--- config.mk ---
export PLATFORM = sky130hd
export DESIGN_NAME = irg_top
export DESIGN_NICKNAME = d
export VERILOG_FILES = /design/src/inc/irg_pkg.sv /design/src/hw/irg_sync.sv /design/src/hw/irg_top.sv
export VERILOG_INCLUDE_DIRS = /design/src /design/src/inc
export SDC_FILE = /design/constraint.sdc
export NUM_CORES = 1
export LEC_CHECK = 0
export ABC_CLOCK_PERIOD_IN_PS = 2150
export BUFFER_PORTS_ARGS = -buffer_cell sky130_fd_sc_hd__buf_2
export CAP_MARGIN = 5
export CORE_MARGIN = 8
export CORE_UTILIZATION = 53
export CTS_BUF_LIST = sky130_fd_sc_hd__clkbuf_16
export DETAILED_ROUTE_END_ITERATION = 16
export GPL_TIMING_DRIVEN = 1
export PLACE_DENSITY_LB_ADDON = 0.25
export SYNTH_ARGS = -nofsm -noshare
export SYNTH_HDL_FRONTEND = slang
export SYNTH_SLANG_ARGS = --single-unit
--- constraint.sdc ---
create_clock -name clk -period 2.15 [get_ports clk]
set_input_delay 0.1075 -clock clk [delete_from_list [all_inputs] [get_ports clk]]
set_output_delay 0.1075 -clock clk [all_outputs]
set_load 0.005 [all_outputs]
--- src/inc/irg_defs.svh ---
// timing constants and reset values for the initial reset generator
`ifndef IRG_DEFS_SVH
`define IRG_DEFS_SVH

`define IRG_CLK_PERIOD_NS 50
`define IRG_GLITCH_NS 100
`define IRG_OSC_FREQ_HZ 32768
`define IRG_RELEASE_FREQ_HZ 2
`define IRG_KEY_FILT_US 1500
`define IRG_AUTH_MIN_MS 1000
`define IRG_GLITCH_CYC ((`IRG_GLITCH_NS + `IRG_CLK_PERIOD_NS - 1) / `IRG_CLK_PERIOD_NS)
`define IRG_DIV_HALF_OSC (`IRG_OSC_FREQ_HZ / (2 * `IRG_RELEASE_FREQ_HZ))
`define IRG_KEY_FILT_OSC ((`IRG_KEY_FILT_US * `IRG_OSC_FREQ_HZ + 999999) / 1000000)
`define IRG_AUTH_OSC ((`IRG_AUTH_MIN_MS * `IRG_OSC_FREQ_HZ + 999) / 1000)
`define IRG_START_ADDR 16'h0110
`define IRG_RESET_ACTIVE 1'b1

`endif

--- src/inc/irg_pkg.sv ---
// types for the initial reset generator
package irg_pkg;
    typedef enum logic [1:0] {
        IRG_KEY_OFF = 2'b00,
        IRG_KEY_01 = 2'b01,
        IRG_KEY_012 = 2'b10,
        IRG_KEY_0123 = 2'b11
    } irg_key_sel_t;

    typedef enum logic [1:0] {
        IRG_K_IDLE = 2'b00,
        IRG_K_FILT = 2'b01,
        IRG_K_AUTH = 2'b10,
        IRG_K_FIRE = 2'b11
    } irg_key_state_t;
endpackage

--- src/hw/irg_sync.sv ---
// two flip-flop synchroniser for asynchronous pins
`timescale 1ns/1ps
module irg_sync #(
    parameter int WIDTH = 6
) (
    // clock and reset
    input wire logic clk,
    input wire logic rst_n,
    // pins in, synchronised out
    input wire logic [WIDTH-1:0] async_in,
    output logic [WIDTH-1:0] sync_out
);
    logic [WIDTH-1:0] meta_reg;
    logic [WIDTH-1:0] sync_reg;

    always_ff @(posedge clk) begin
        if (!rst_n) begin
            meta_reg <= '0;
            sync_reg <= '0;
        end else begin
            meta_reg <= async_in;
            sync_reg <= meta_reg;
        end
    end

    assign sync_out = sync_reg;
endmodule

--- src/hw/irg_top.sv ---
// initial reset generator: reset pin latch, key combination reset, release tick
//
// Overview of operation
// - pin or key combination each fully resets
// - pin high resets, pin low releases
// - latch cleared only in 2 Hz high phase
// - release within 250 ms after pin low
// - pin pulses under 100 ns ignored
// - key select off, two, three, four keys
// - key path noise filtered, 1.5 ms hold
// - filter idle until oscillator starts
// - keys must persist one second before reset
// - fetch starts at address 0110H
`timescale 1ns/1ps
`include "irg_defs.svh"
module irg_top #(
    parameter int DIV_HALF_OSC = `IRG_DIV_HALF_OSC,
    parameter int AUTH_OSC = `IRG_AUTH_OSC
) (
    // clock and reset
    input wire logic clk,
    input wire logic rst_n,
    // pins
    input wire logic reset_pin,
    input wire logic key_in_0,
    input wire logic key_in_1,
    input wire logic key_in_2,
    input wire logic key_in_3,
    input wire logic low_speed_osc,
    // key combination option
    input wire irg_pkg::irg_key_sel_t key_sel,
    // internal reset and start
    output logic init_reset,
    output logic cpu_start,
    output logic [15:0] start_addr,
    output logic osc_running
);
    import irg_pkg::*;

    localparam logic [1:0] GLITCH_CYC = 2'(`IRG_GLITCH_CYC);
    localparam logic [15:0] DIV_HALF = 16'(DIV_HALF_OSC - 1);
    localparam logic [7:0] FILT_OSC = 8'(`IRG_KEY_FILT_OSC);
    localparam logic [17:0] AUTH_CNT = 18'(AUTH_OSC);

    logic [5:0] pins_sync;
    logic pin_s;
    logic [3:0] key_s;
    logic osc_s;

    // every pin passes two flops first
    irg_sync #(.WIDTH(6)) u_sync (
        .clk(clk),
        .rst_n(rst_n),
        .async_in({low_speed_osc, key_in_3, key_in_2, key_in_1, key_in_0, reset_pin}),
        .sync_out(pins_sync)
    );

    assign pin_s = pins_sync[0];
    assign key_s = pins_sync[4:1];
    assign osc_s = pins_sync[5];

    // oscillator edge detect, on the synchronised copy only
    logic osc_prev_reg;
    logic osc_started_reg;
    wire osc_tick = osc_s & ~osc_prev_reg;

    always_ff @(posedge clk) begin
        if (!rst_n) begin
            osc_prev_reg <= 1'b0;
            osc_started_reg <= 1'b0;
        end else begin
            osc_prev_reg <= osc_s;
            if (osc_tick) begin
                osc_started_reg <= 1'b1;
            end
        end
    end

    // 2 Hz release tick divided from the oscillator
    logic [15:0] div_cnt_reg;
    logic tick_2hz_reg;
    wire div_wrap = (div_cnt_reg == DIV_HALF);
    wire [15:0] div_cnt_next = div_wrap ? 16'h0000 : div_cnt_reg + 16'h0001;

    always_ff @(posedge clk) begin
        if (!rst_n) begin
            div_cnt_reg <= 16'h0000;
            tick_2hz_reg <= 1'b0;
        end else if (osc_tick) begin
            div_cnt_reg <= div_cnt_next;
            if (div_wrap) begin
                tick_2hz_reg <= ~tick_2hz_reg;
            end
        end
    end

    // glitch reject on the pin: short pulses never set the latch
    logic [1:0] pin_cnt_reg;
    wire pin_valid = (pin_cnt_reg == GLITCH_CYC);
    wire [1:0] pin_cnt_next = !pin_s ? 2'h0 : (pin_valid ? pin_cnt_reg : pin_cnt_reg + 2'h1);

    always_ff @(posedge clk) begin
        if (!rst_n) begin
            pin_cnt_reg <= 2'h0;
        end else begin
            pin_cnt_reg <= pin_cnt_next;
        end
    end

    // key combination select
    logic combo_hit;
    always_comb begin
        case (key_sel)
            IRG_KEY_OFF: combo_hit = 1'b0;
            IRG_KEY_01: combo_hit = key_s[0] & key_s[1];
            IRG_KEY_012: combo_hit = &key_s[2:0];
            IRG_KEY_0123: combo_hit = &key_s;
            default: combo_hit = 1'b0;
        endcase
    end

    // key path: noise filter then time authorize, both on oscillator cycles
    irg_key_state_t kst_reg;
    irg_key_state_t kst_next;
    logic [17:0] kcnt_reg;
    logic [17:0] kcnt_next;
    wire filt_done = (kcnt_reg >= 18'(FILT_OSC));
    // one edge past the limit, so the hold spans whole oscillator periods
    wire auth_done = (kcnt_reg > AUTH_CNT);

    always_comb begin
        kst_next = kst_reg;
        kcnt_next = kcnt_reg;
        case (kst_reg)
            IRG_K_IDLE: begin
                kcnt_next = 18'h00000;
                // no oscillator yet, so no filtering and no counting
                if (combo_hit && osc_started_reg) begin
                    kst_next = IRG_K_FILT;
                end
            end
            IRG_K_FILT: begin
                if (!combo_hit) begin
                    kst_next = IRG_K_IDLE;
                end else if (filt_done) begin
                    kst_next = IRG_K_AUTH;
                end else if (osc_tick) begin
                    kcnt_next = kcnt_reg + 18'h00001;
                end
            end
            IRG_K_AUTH: begin
                if (!combo_hit) begin
                    kst_next = IRG_K_IDLE;
                end else if (auth_done) begin
                    kst_next = IRG_K_FIRE;
                end else if (osc_tick) begin
                    kcnt_next = kcnt_reg + 18'h00001;
                end
            end
            IRG_K_FIRE: begin
                if (!combo_hit) begin
                    kst_next = IRG_K_IDLE;
                end
            end
            default: begin
                kst_next = IRG_K_IDLE;
            end
        endcase
    end

    always_ff @(posedge clk) begin
        if (!rst_n) begin
            kst_reg <= IRG_K_IDLE;
            kcnt_reg <= 18'h00000;
        end else begin
            kst_reg <= kst_next;
            kcnt_reg <= kcnt_next;
        end
    end

    wire key_req = (kst_reg == IRG_K_FIRE);

    // set/reset latch: either source sets it, set wins over the release
    logic latch_reg;
    wire latch_set = pin_valid | key_req;
    wire latch_clr = tick_2hz_reg;
    wire latch_next = latch_set ? 1'b1 : (latch_clr ? 1'b0 : latch_reg);

    always_ff @(posedge clk) begin
        if (!rst_n) begin
            latch_reg <= `IRG_RESET_ACTIVE;
        end else begin
            latch_reg <= latch_next;
        end
    end

    // registered output: all logic leaves reset on one edge
    logic init_reset_reg;
    logic cpu_start_reg;
    logic [15:0] start_addr_reg;

    always_ff @(posedge clk) begin
        if (!rst_n) begin
            init_reset_reg <= `IRG_RESET_ACTIVE;
            cpu_start_reg <= 1'b0;
            start_addr_reg <= `IRG_START_ADDR;
        end else begin
            init_reset_reg <= latch_reg;
            cpu_start_reg <= init_reset_reg & ~latch_reg;
            start_addr_reg <= `IRG_START_ADDR;
        end
    end

    assign init_reset = init_reset_reg;
    assign cpu_start = cpu_start_reg;
    assign start_addr = start_addr_reg;
    assign osc_running = osc_started_reg;
endmodule

==> metrics, run 1 <==
status finished, violations left; failing checks negative setup slack; CP max FO 3; Post-DP HPWL 4.287 mm; Fin. Hold Viols 0; antenna violations before repair 0; # IOs 29; most common library cells after synthesis 56 x dfxtp_1, 29 x nand2_1, 26 x nor2_1, 17 x and2_1, 17 x buf_4; fin cells 439; Min-Delay Path Depth 2; antenna cells 0; Chip Width 89.48 um; Mapped Cells 328; ys async rst share 0%; minimum clock period 2.261 ns; vias per cell between 5 and 6; max-slew violation count 0; synthesis-to-layout area growth 19.90%; Synth Register Bits 56; Worst setup EP type flip-flop; CTS buffer count 5; Worst setup SP type flip-flop; fmax between 400 and 500 MHz; Initial Util 55.32%; Place WS -0.07056 ns; setup TNS -0.3675 ns; worst hold start low_speed_osc; cell area after layout 3431 um^2; maximum clock insertion buffer count 2; hold_buf cts 0; Worst VDD drop 0.5235 mV; largest net degree at the start of global routing 33; CP Class reg2reg; first-pass GRT wire length approximately 10 mm; Die Area 8007 um^2; sequential fraction of the synthesis area 39.18%; Worst R2R Start kcnt_reg[12]$_SDFFE_PN0P_; die height roughly 89 um; relative slew slack about 63%; Crit path largest cell delay 0.38 ns; number of global-route vias before repair 2220; via count 2419; post-route ant nets 0; measured slew at the worst slew-check pin 0.5482 ns; GR Overflow Total 0; r2r setup slk -0.11 ns; Hold Path Class in2reg; hold endpoint u_sync.meta_reg[5]$_SDFF_PN0_; critical-path cell list nor4_4, nand3_2, o41ai_4, o211ai_1, nor4_2, buf_4, o221a_4; PD cells 616.7 nW/um^2; DRC violations left 0; Worst EP required 2.39 ns; Final WS setup -0.1111 ns; cell row count 26; Routed WL 6.434 mm; maxcap violations 0; post-route clock skew 0.002920 ns; Mapped Avg Cell Area 8.724 um^2; slowest library cell on the worst path o41ai_4; Total GRT Usage around 16%; H-tree depth 2; Post-synth top flop dfxtp_1; final worst-path cycle share 105.2%; I/O Buffers 12; drt wl/cell around 15 um; r2r endpoint kcnt_reg[12]$_SDFFE_PN0P_; leading area contributor after synthesis dfxtp_1; CTS tree done; post-route core utilization 66.33%; top area cells in the synthesized netlist dfxtp_1 39%, buf_4 4.5%, xor2_1 4.0%; most frequent cell after synthesis dfxtp_1; layout cells sized above 1 roughly 25%; Synth Cell Area between 2000 and 3000 um^2; Nets 387; CORE AREA 5172 um^2; DR iter-0 viols 202; top cell type's share of synthesized area between 30% and 40%; Tot Pwr 2.116 mW; final setup fails 7; P_leak 1.359 nW; placed insts 420; yosys warns 0; FF-to-FF path depth 7; Synth cell types 60; RSZ-0062 raised after global routing yes; CTS root buf clkbuf_16; Clock transition at path regs approximately 0.070 ns; worst hold slack approximately 0.023 ns; Worst-Skew Late Latency 0.29 ns; # clock sinks 56; EDFF count, synth 0; Placed Area just over 3000 um^2; Pre-antenna DRT Iters 4; GP Congestion 0.8510; number of flip-flops in the largest register 18; crit path DAT 2.50 ns
[where the power goes]
group	switching, mW	internal [mW]
Sequential	0.00873	1.05
Clock	0.362	0.430
Combinational	0.145	0.118
[how the worst max path moves through the flow]
stage,start,to,slack (ns),depth (start not counted)
after global placement,kcnt_reg[8]$_SDFFE_PN0P_,kcnt_reg[14]$_SDFFE_PN0P_,0.007,6
final,kcnt_reg[12]$_SDFFE_PN0P_,kcnt_reg[12]$_SDFFE_PN0P_,-0.11,7
after floorplan,kcnt_reg[13]$_SDFFE_PN0P_,kcnt_reg[6]$_SDFFE_PN0P_,0.14,7
after CTS,kcnt_reg[11]$_SDFFE_PN0P_,kcnt_reg[8]$_SDFFE_PN0P_,-0.02,7
after detailed placement,kcnt_reg[8]$_SDFFE_PN0P_,kcnt_reg[14]$_SDFFE_PN0P_,-0.07,6
after global routing,kcnt_reg[13]$_SDFFE_PN0P_,kcnt_reg[12]$_SDFFE_PN0P_,-0.19,7
[logic make-up after synthesis]
group / share of synthesized area (%)
other: 0.2625
and+or+nand+nor: 29.86
AOI/OAI and AO/OA: 14.04
DFF: 39.18
adders and majority gates: 3.935
xor gates and xnor gates: 4.285
buffers and inverters: 8.439
[area by class of cell]
cell class | count | area (um^2)
Sequential cell | 56 | 1129
Fill cell | 393 | 1742
Timing Repair Buffer | 48 | 366.6
Multi-Input combinational cell | 245 | 1660
Tap cell | 70 | 87.58
Clock inverter | 3 | 17.52
Clock buffer | 5 | 125.1
Inverter | 12 | 45.04
[worst max-delay path, delay by kind of cell (launching register included)]
family / cells / cell delay, ns
compound gates: 3 / 0.78
buf+inv: 1 / 0.20
flops: 1 / 0.35
simple gates: 3 / 0.87
[placed cells by master, fill, tap and decap left out, types with 4 or more instances in the layout]
master and instances:
nor2_1 26, and2_1 17, inv_1 13, a21oi_1 12
o21ai_2 4, and3_1 4, o211ai_1 4, conb_1 16
nand4_1 7, nand2_1 29, o22ai_1 4, dfxtp_1 52
buf_2 12, nand3_1 16, o21ai_1 5, o21ai_0 7
ha_1 9, xor2_1 13, clkbuf_16 5, or4_1 5
buf_4 31
[repair_timing]
action / in CTS / in global routing
cloned: 1 / 0
pin swaps: 8 / 8
resized for setup: 16 / 21
setup endpoints to repair: 7 / 20
buffers inserted: 10 / 2
[metal layers]
| layer | global-route usage, % | vias up | wire [um] |
|---|---|---|---|
| li1 | - | 1198 | - |
| met3 | 3.493 | 13 | 457 |
| met2 | 26.06 | 86 | 2974 |
| met5 | 0 | - | 0 |
| met1 | 21.20 | 1122 | 2883 |
| met4 | 6.344 | 0 | 119 |
No activity file was read; power rests on OpenSTA's default activity.
==> run 2, diff against run 1 <==
Settings changed: CORE_ASPECT_RATIO set to 0.7.
==> run 2 against run 1 <==
The run still ends with negative setup slack left. Sequential power about the same. Worst hold slack got worse by 0.0062 ns. Global-route usage decreased by 0.29 points. Clock-buffer cell count unchanged.
==> metrics, run 2 (synthesis gave the netlist of run 1 again) <==
crit path DAT 2.36 ns; GR Overflow Total 0; GP Congestion just over 0.9; number of flip-flops in the largest register 18; Hold Path Class in2reg; final setup fails 5; Fin. Hold Viols 0; Worst setup SP type flip-flop; first-pass GRT wire length 10.87 mm; FF-to-FF path depth 9; relative slew slack 55.24%; maximum clock insertion buffer count 2; Cell Int Power 1.595 mW; PD cells 611.7 nW/um^2; drt wl/cell approximately 15 um; layout cells sized above 1 25.13%; synthesis-to-layout area growth 20.64%; maxcap violations 0; cell row count 22; hold_buf cts 0; fin cells 446; r2r endpoint kcnt_reg[14]$_SDFFE_PN0P_; Total GRT Usage 16.15%; I/O Buffers 12; Die Area 8044 um^2; max-slew violation count 0; # IOs 29; Worst VDD drop 0.3285 mV; via count 2501; CORE AREA 5230 um^2; sw power 0.5165 mW; antenna cells 0; Pre-antenna DRT Iters 5; CTS tree done; Sequential Power Share 50.3%; minimum clock period roughly 2.2 ns; crit path from kcnt_reg[1]$_SDFFE_PN0P_; CTS root buf clkbuf_16; Tot Pwr 2.111 mW; Worst setup EP type flip-flop; Worst R2R Start kcnt_reg[1]$_SDFFE_PN0P_; DR iter-0 viols 189; final worst-path cycle share 101.8%; Final WS setup -0.03846 ns; most common cell after layout, fill and taps aside dfxtp_1; CP Class reg2reg; Placed Area slightly above 3000 um^2; number of global-route vias before repair 2341; post-route clock skew 0.004293 ns; antenna violations before repair 0; fmax 456.9 MHz; # clock sinks 56; P_leak 1.374 nW; Chip Width a little over 100 um; Worst EP required 2.33 ns; Routed WL between 6 and 7 mm; post-route ant nets 0; largest net degree at the start of global routing 22; Initial Util 54.71%; Place WS -0.1110 ns; CP max FO 8; crit path to kcnt_reg[14]$_SDFFE_PN0P_; measured slew at the worst slew-check pin 0.6663 ns; CTS buffer count 5; Worst-Skew Late Latency 0.29 ns; Post-DP HPWL 4.523 mm; portion of total power attributed to the clock network between 30 and 40%; Nets 392; RSZ-0062 raised after global routing yes; switching share of power between 20 and 25%; failing checks negative setup slack; placed insts 428; H-tree depth 2; r2r setup slk -0.04 ns; cell area after layout approximately 3500 um^2; combinational power share between 10% and 20%; most frequent cells in the layout 51 x dfxtp_1, 36 x buf_4, 29 x nand2_1; status finished, violations left; Clock transition at path regs 0.07 ns; DRC violations left 0; die height 77.48 um; vias per cell 5.608
==> run 2: changes by cell type in the layout (fill, tap and decap cells not counted), moves of 2 or more <==
cell / previous run / this run
buf_4: 31 / 36
o21ai_0: 7 / 9
dfxtp_2: 3 / 5
inv_1: 13 / 11
==> run 2: critical path, cell delays in order (launching register included) <==
cell and delay [ns]:
dfxtp_1 0.36, nor3_2 0.22, buf_4 0.16, a2bb2oi_4 0.07, o41ai_4 0.39, o211ai_1 0.24, buf_6 0.20, buf_4 0.16
o21ai_0 0.18, a21boi_1 0.09
==> run 2: cell type report <==
type,instances,area (um^2)
Clock buffer,5,125.1
Clock inverter,3,17.52
Fill cell,414,1778
Inverter,12,45.04
Multi-Input combinational cell,245,1652
Sequential cell,56,1127
Tap cell,72,90.09
Timing Repair Buffer,53,395.4
==> run 2: per-layer routing <==
layer	GRT usage, %	share of wire [%]	up-vias
met5	0	0	-
met4	6.906	2.1	0
li1	-	-	1210
met2	24.46	43	117
met1	20.90	46	1160
met3	4.868	9.6	14
==> run 2: timing repair <==
action | CTS | global route
pin swaps | 2 | 17
endpoints found under the setup margin | 5 | 18
setup buffers | 2 | 8
gates resized for setup | 3 | 33
==> run 2: power groups by stage <==
stage | sequential [mW] | combinational, mW | clock [mW]
6_report | 1.06 | 0.252 | 0.798
5_1_grt | 1.06 | 0.275 | 0.851
4_1_cts | 1.06 | 0.205 | 0.817
3_5_place_dp | 1.09 | 0.191 | 0
3_3_place_gp | 1.08 | 0.187 | 0
2_1_floorplan | 1.08 | 0.155 | 0
==> run 2: how the worst min path moves through the flow <==
stage / from / endpoint / slack, ns / depth (start not counted)
after floorplan: reset_pin / u_sync.meta_reg[0]$_SDFF_PN0_ / 0.23 / 1
after global placement: key_in_1 / u_sync.meta_reg[2]$_SDFF_PN0_ / 0.31 / 2
after detailed placement: key_in_1 / u_sync.meta_reg[2]$_SDFF_PN0_ / 0.32 / 2
after CTS: key_in_1 / u_sync.meta_reg[2]$_SDFF_PN0_ / 0.02 / 2
after global routing: reset_pin / u_sync.meta_reg[0]$_SDFF_PN0_ / 0.01 / 2
final: key_in_1 / u_sync.meta_reg[2]$_SDFF_PN0_ / 0.02 / 2
==> run 2: metrics by stage <==
stage	TNS [ns]	utilization [%]	hold WS, ns
after floorplan	0	-	0.2348
after global placement	-0.004512	59.52	0.3146
after detailed placement	-0.2467	59.52	0.3198
after CTS	-0.002495	62.99	0.01620
after global routing	-1.329	66.00	0.01436
final	-0.1300	66.00	0.01665
==> run 3, diff against run 2 <==
Settings changed: ABC_CLOCK_PERIOD_IN_PS 2150 to 2400, CORE_UTILIZATION 53 to 58.
Clock period 2.15 ns to 2.4 ns, I/O delays scaled along.
==> run 3 against run 2 <==
The run now ends clean. Sequential power fell by 10%. Cell area fell by 9.5%. Core utilization fell by 0.34 points. Global-route usage rose by 0.85 points. Setup slack improved by 0.14 ns. Cell count fell by 7.0%. Flip-flop and latch count did not move. Worst hold slack improved by 0.0080 ns. Fmax fell by 4.6%. Die area fell by 7.1%. Clock skew rose by 0.0026 ns. Sequential share of layout area rose by 3.2 points. Critical path type unchanged.
==> metrics, run 3 (synthesis gave the netlist of run 1 again) <==
status complete, no violations; Clock transition at path regs 0.07 ns; # IOs 29; Post-DP HPWL 4.289 mm; antenna violations before repair 0; I/O Buffers 12; Pre-antenna DRT Iters 5; switching share of power 24.29%; worst hold start key_in_1; P_leak around 1.2 nW; Hold Path Class in2reg; CTS tree done; DRC violations left 0; maxcap violations 0; vias per cell 5.581; final setup fails 0; max-slew violation count 0; final worst-path cycle share 95.61%; GR Overflow Total 0; Worst R2R Start kcnt_reg[1]$_SDFFE_PN0P_; maximum clock insertion buffer count 2; post-route clock skew about 0.007 ns; GRT met1 Usage 23.54%; layout cells sized above 1 15.03%; via count between 2000 and 2500; Worst setup SP type flip-flop; sw power about 0.45 mW; GR peak layer met2; most frequent cells in the layout 56 x dfxtp_1, 29 x nand2_1, 26 x nor2_1; largest net degree at the start of global routing 35; CP Class reg2reg; CORE AREA 4756 um^2; crit path DAT 2.51 ns; Chip Width around 100 um; first-pass GRT wire length 10.23 mm; Worst setup EP type flip-flop; Fin. Hold Viols 0; met2 Usage GRT 24.69%; sequential cell area 1121 um^2; Routed WL 5.962 mm; PD cells between 500 and 600 nW/um^2; measured slew at the worst slew-check pin 0.5485 ns; Worst EP required approximately 2.6 ns; Initial Util approximately three fifths; CTS buffer count 5; # clock sinks 56; Setup Buffers After CTS 0; number of global-route vias before repair between 2000 and 2500; post-route ant nets 0; minimum clock period 2.295 ns; number of flip-flops in the largest register 18; crit path from kcnt_reg[1]$_SDFFE_PN0P_; Final WS setup 0.1053 ns; Place WS 0.2115 ns; H-tree depth 2; DR iter-0 viols 227; Die Area 7473 um^2; Cell Int Power between 1 and 1.5 mW; post-route core utilization between 60% and 70%; GP Congestion about 0.84; filler cell count 382; Total GRT Usage 17.00%; RSZ-0062 raised after global routing yes; CP max FO 8; fmax 435.8 MHz; Nets 364; multi-input logic area ~1600 um^2; met3 GRT Util roughly 5.4%; most common cell after layout, fill and taps aside dfxtp_1; die height 74.77 um; Worst VDD drop 0.4251 mV; drt wl/cell 14.37 um; synthesis-to-layout area growth 9.139%; antenna cells 0; Sequential Power Share between 50% and 60%; CTS root buf clkbuf_16; relative slew slack 63.15%; combinational power share 9.5%; Worst-Skew Late Latency ~0.30 ns; portion of total power attributed to the clock network approximately two fifths; cell row count 21
==> run 3: worst paths after layout <==
check                                        to  slack (ns)  cells past startpoint
hold reg to reg            cpu_start$_SDFF_PN0_        0.42                      2
setup reg to reg       kcnt_reg[1]$_SDFFE_PN0P_        0.11                      7
hold / removal    u_sync.meta_reg[2]$_SDFF_PN0_        0.02                      2
setup / recovery       kcnt_reg[1]$_SDFFE_PN0P_        0.11                      7
==> run 3: per-layer routing <==
layer	wire, um	part of all wire, %
met2	2426	41
met5	0	0
met4	54	0.91
met3	544	9.1
met1	2936	49
==> run 3: worst max-delay path, cell delays in order, from the launching register on <==
cell and delay, ns:
dfxtp_1 0.36, nor3_1 0.35, nand4_1 0.21, nor4_2 0.34, o211ai_1 0.23, buf_4 0.23, or3_1 0.30, a21boi_0 0.20
==> run 3: power by group through the flow <==
stage               Clock, mW  Combinational (mW)  Sequential, mW
finish                  0.716               0.174           0.952
global route            0.779               0.196           0.954
global placement            0               0.161           0.974
CTS                     0.729               0.166           0.952
detailed placement          0               0.165           0.974
floorplan                   0               0.139           0.972
==> run 3: metrics by stage <==
stage / instances / TNS, ns / instance area [um^2] / hold slack [ns] / power (mW)
2_1_floorplan: 342 / 0 / 2914 / 0.2473 / 1.111
3_3_place_gp: 407 / 0 / 2962 / 0.3256 / 1.135
3_5_place_dp: 407 / 0 / 2962 / 0.3296 / 1.139
4_1_cts: 415 / 0 / 3105 / 0.02257 / 1.847
5_1_grt: 415 / -0.01438 / 3123 / 0.02712 / 1.929
6_report: 415 / 0 / 3123 / 0.02463 / 1.843
==> run 3: layout make-up <==
cell class	instances	area share (%)
multi-input combinational	245	50.24
sequential	56	35.90
timing repair buffer	25	5.048
clock buffer	5	4.006
tap	69	2.764
inverter	12	1.442
clock inverter	3	0.6010
==> run 3: repair_timing <==
item	in CTS	in global routing
gates resized for setup	0	2
hold buffers	0	0
endpoints found under the setup margin	0	1
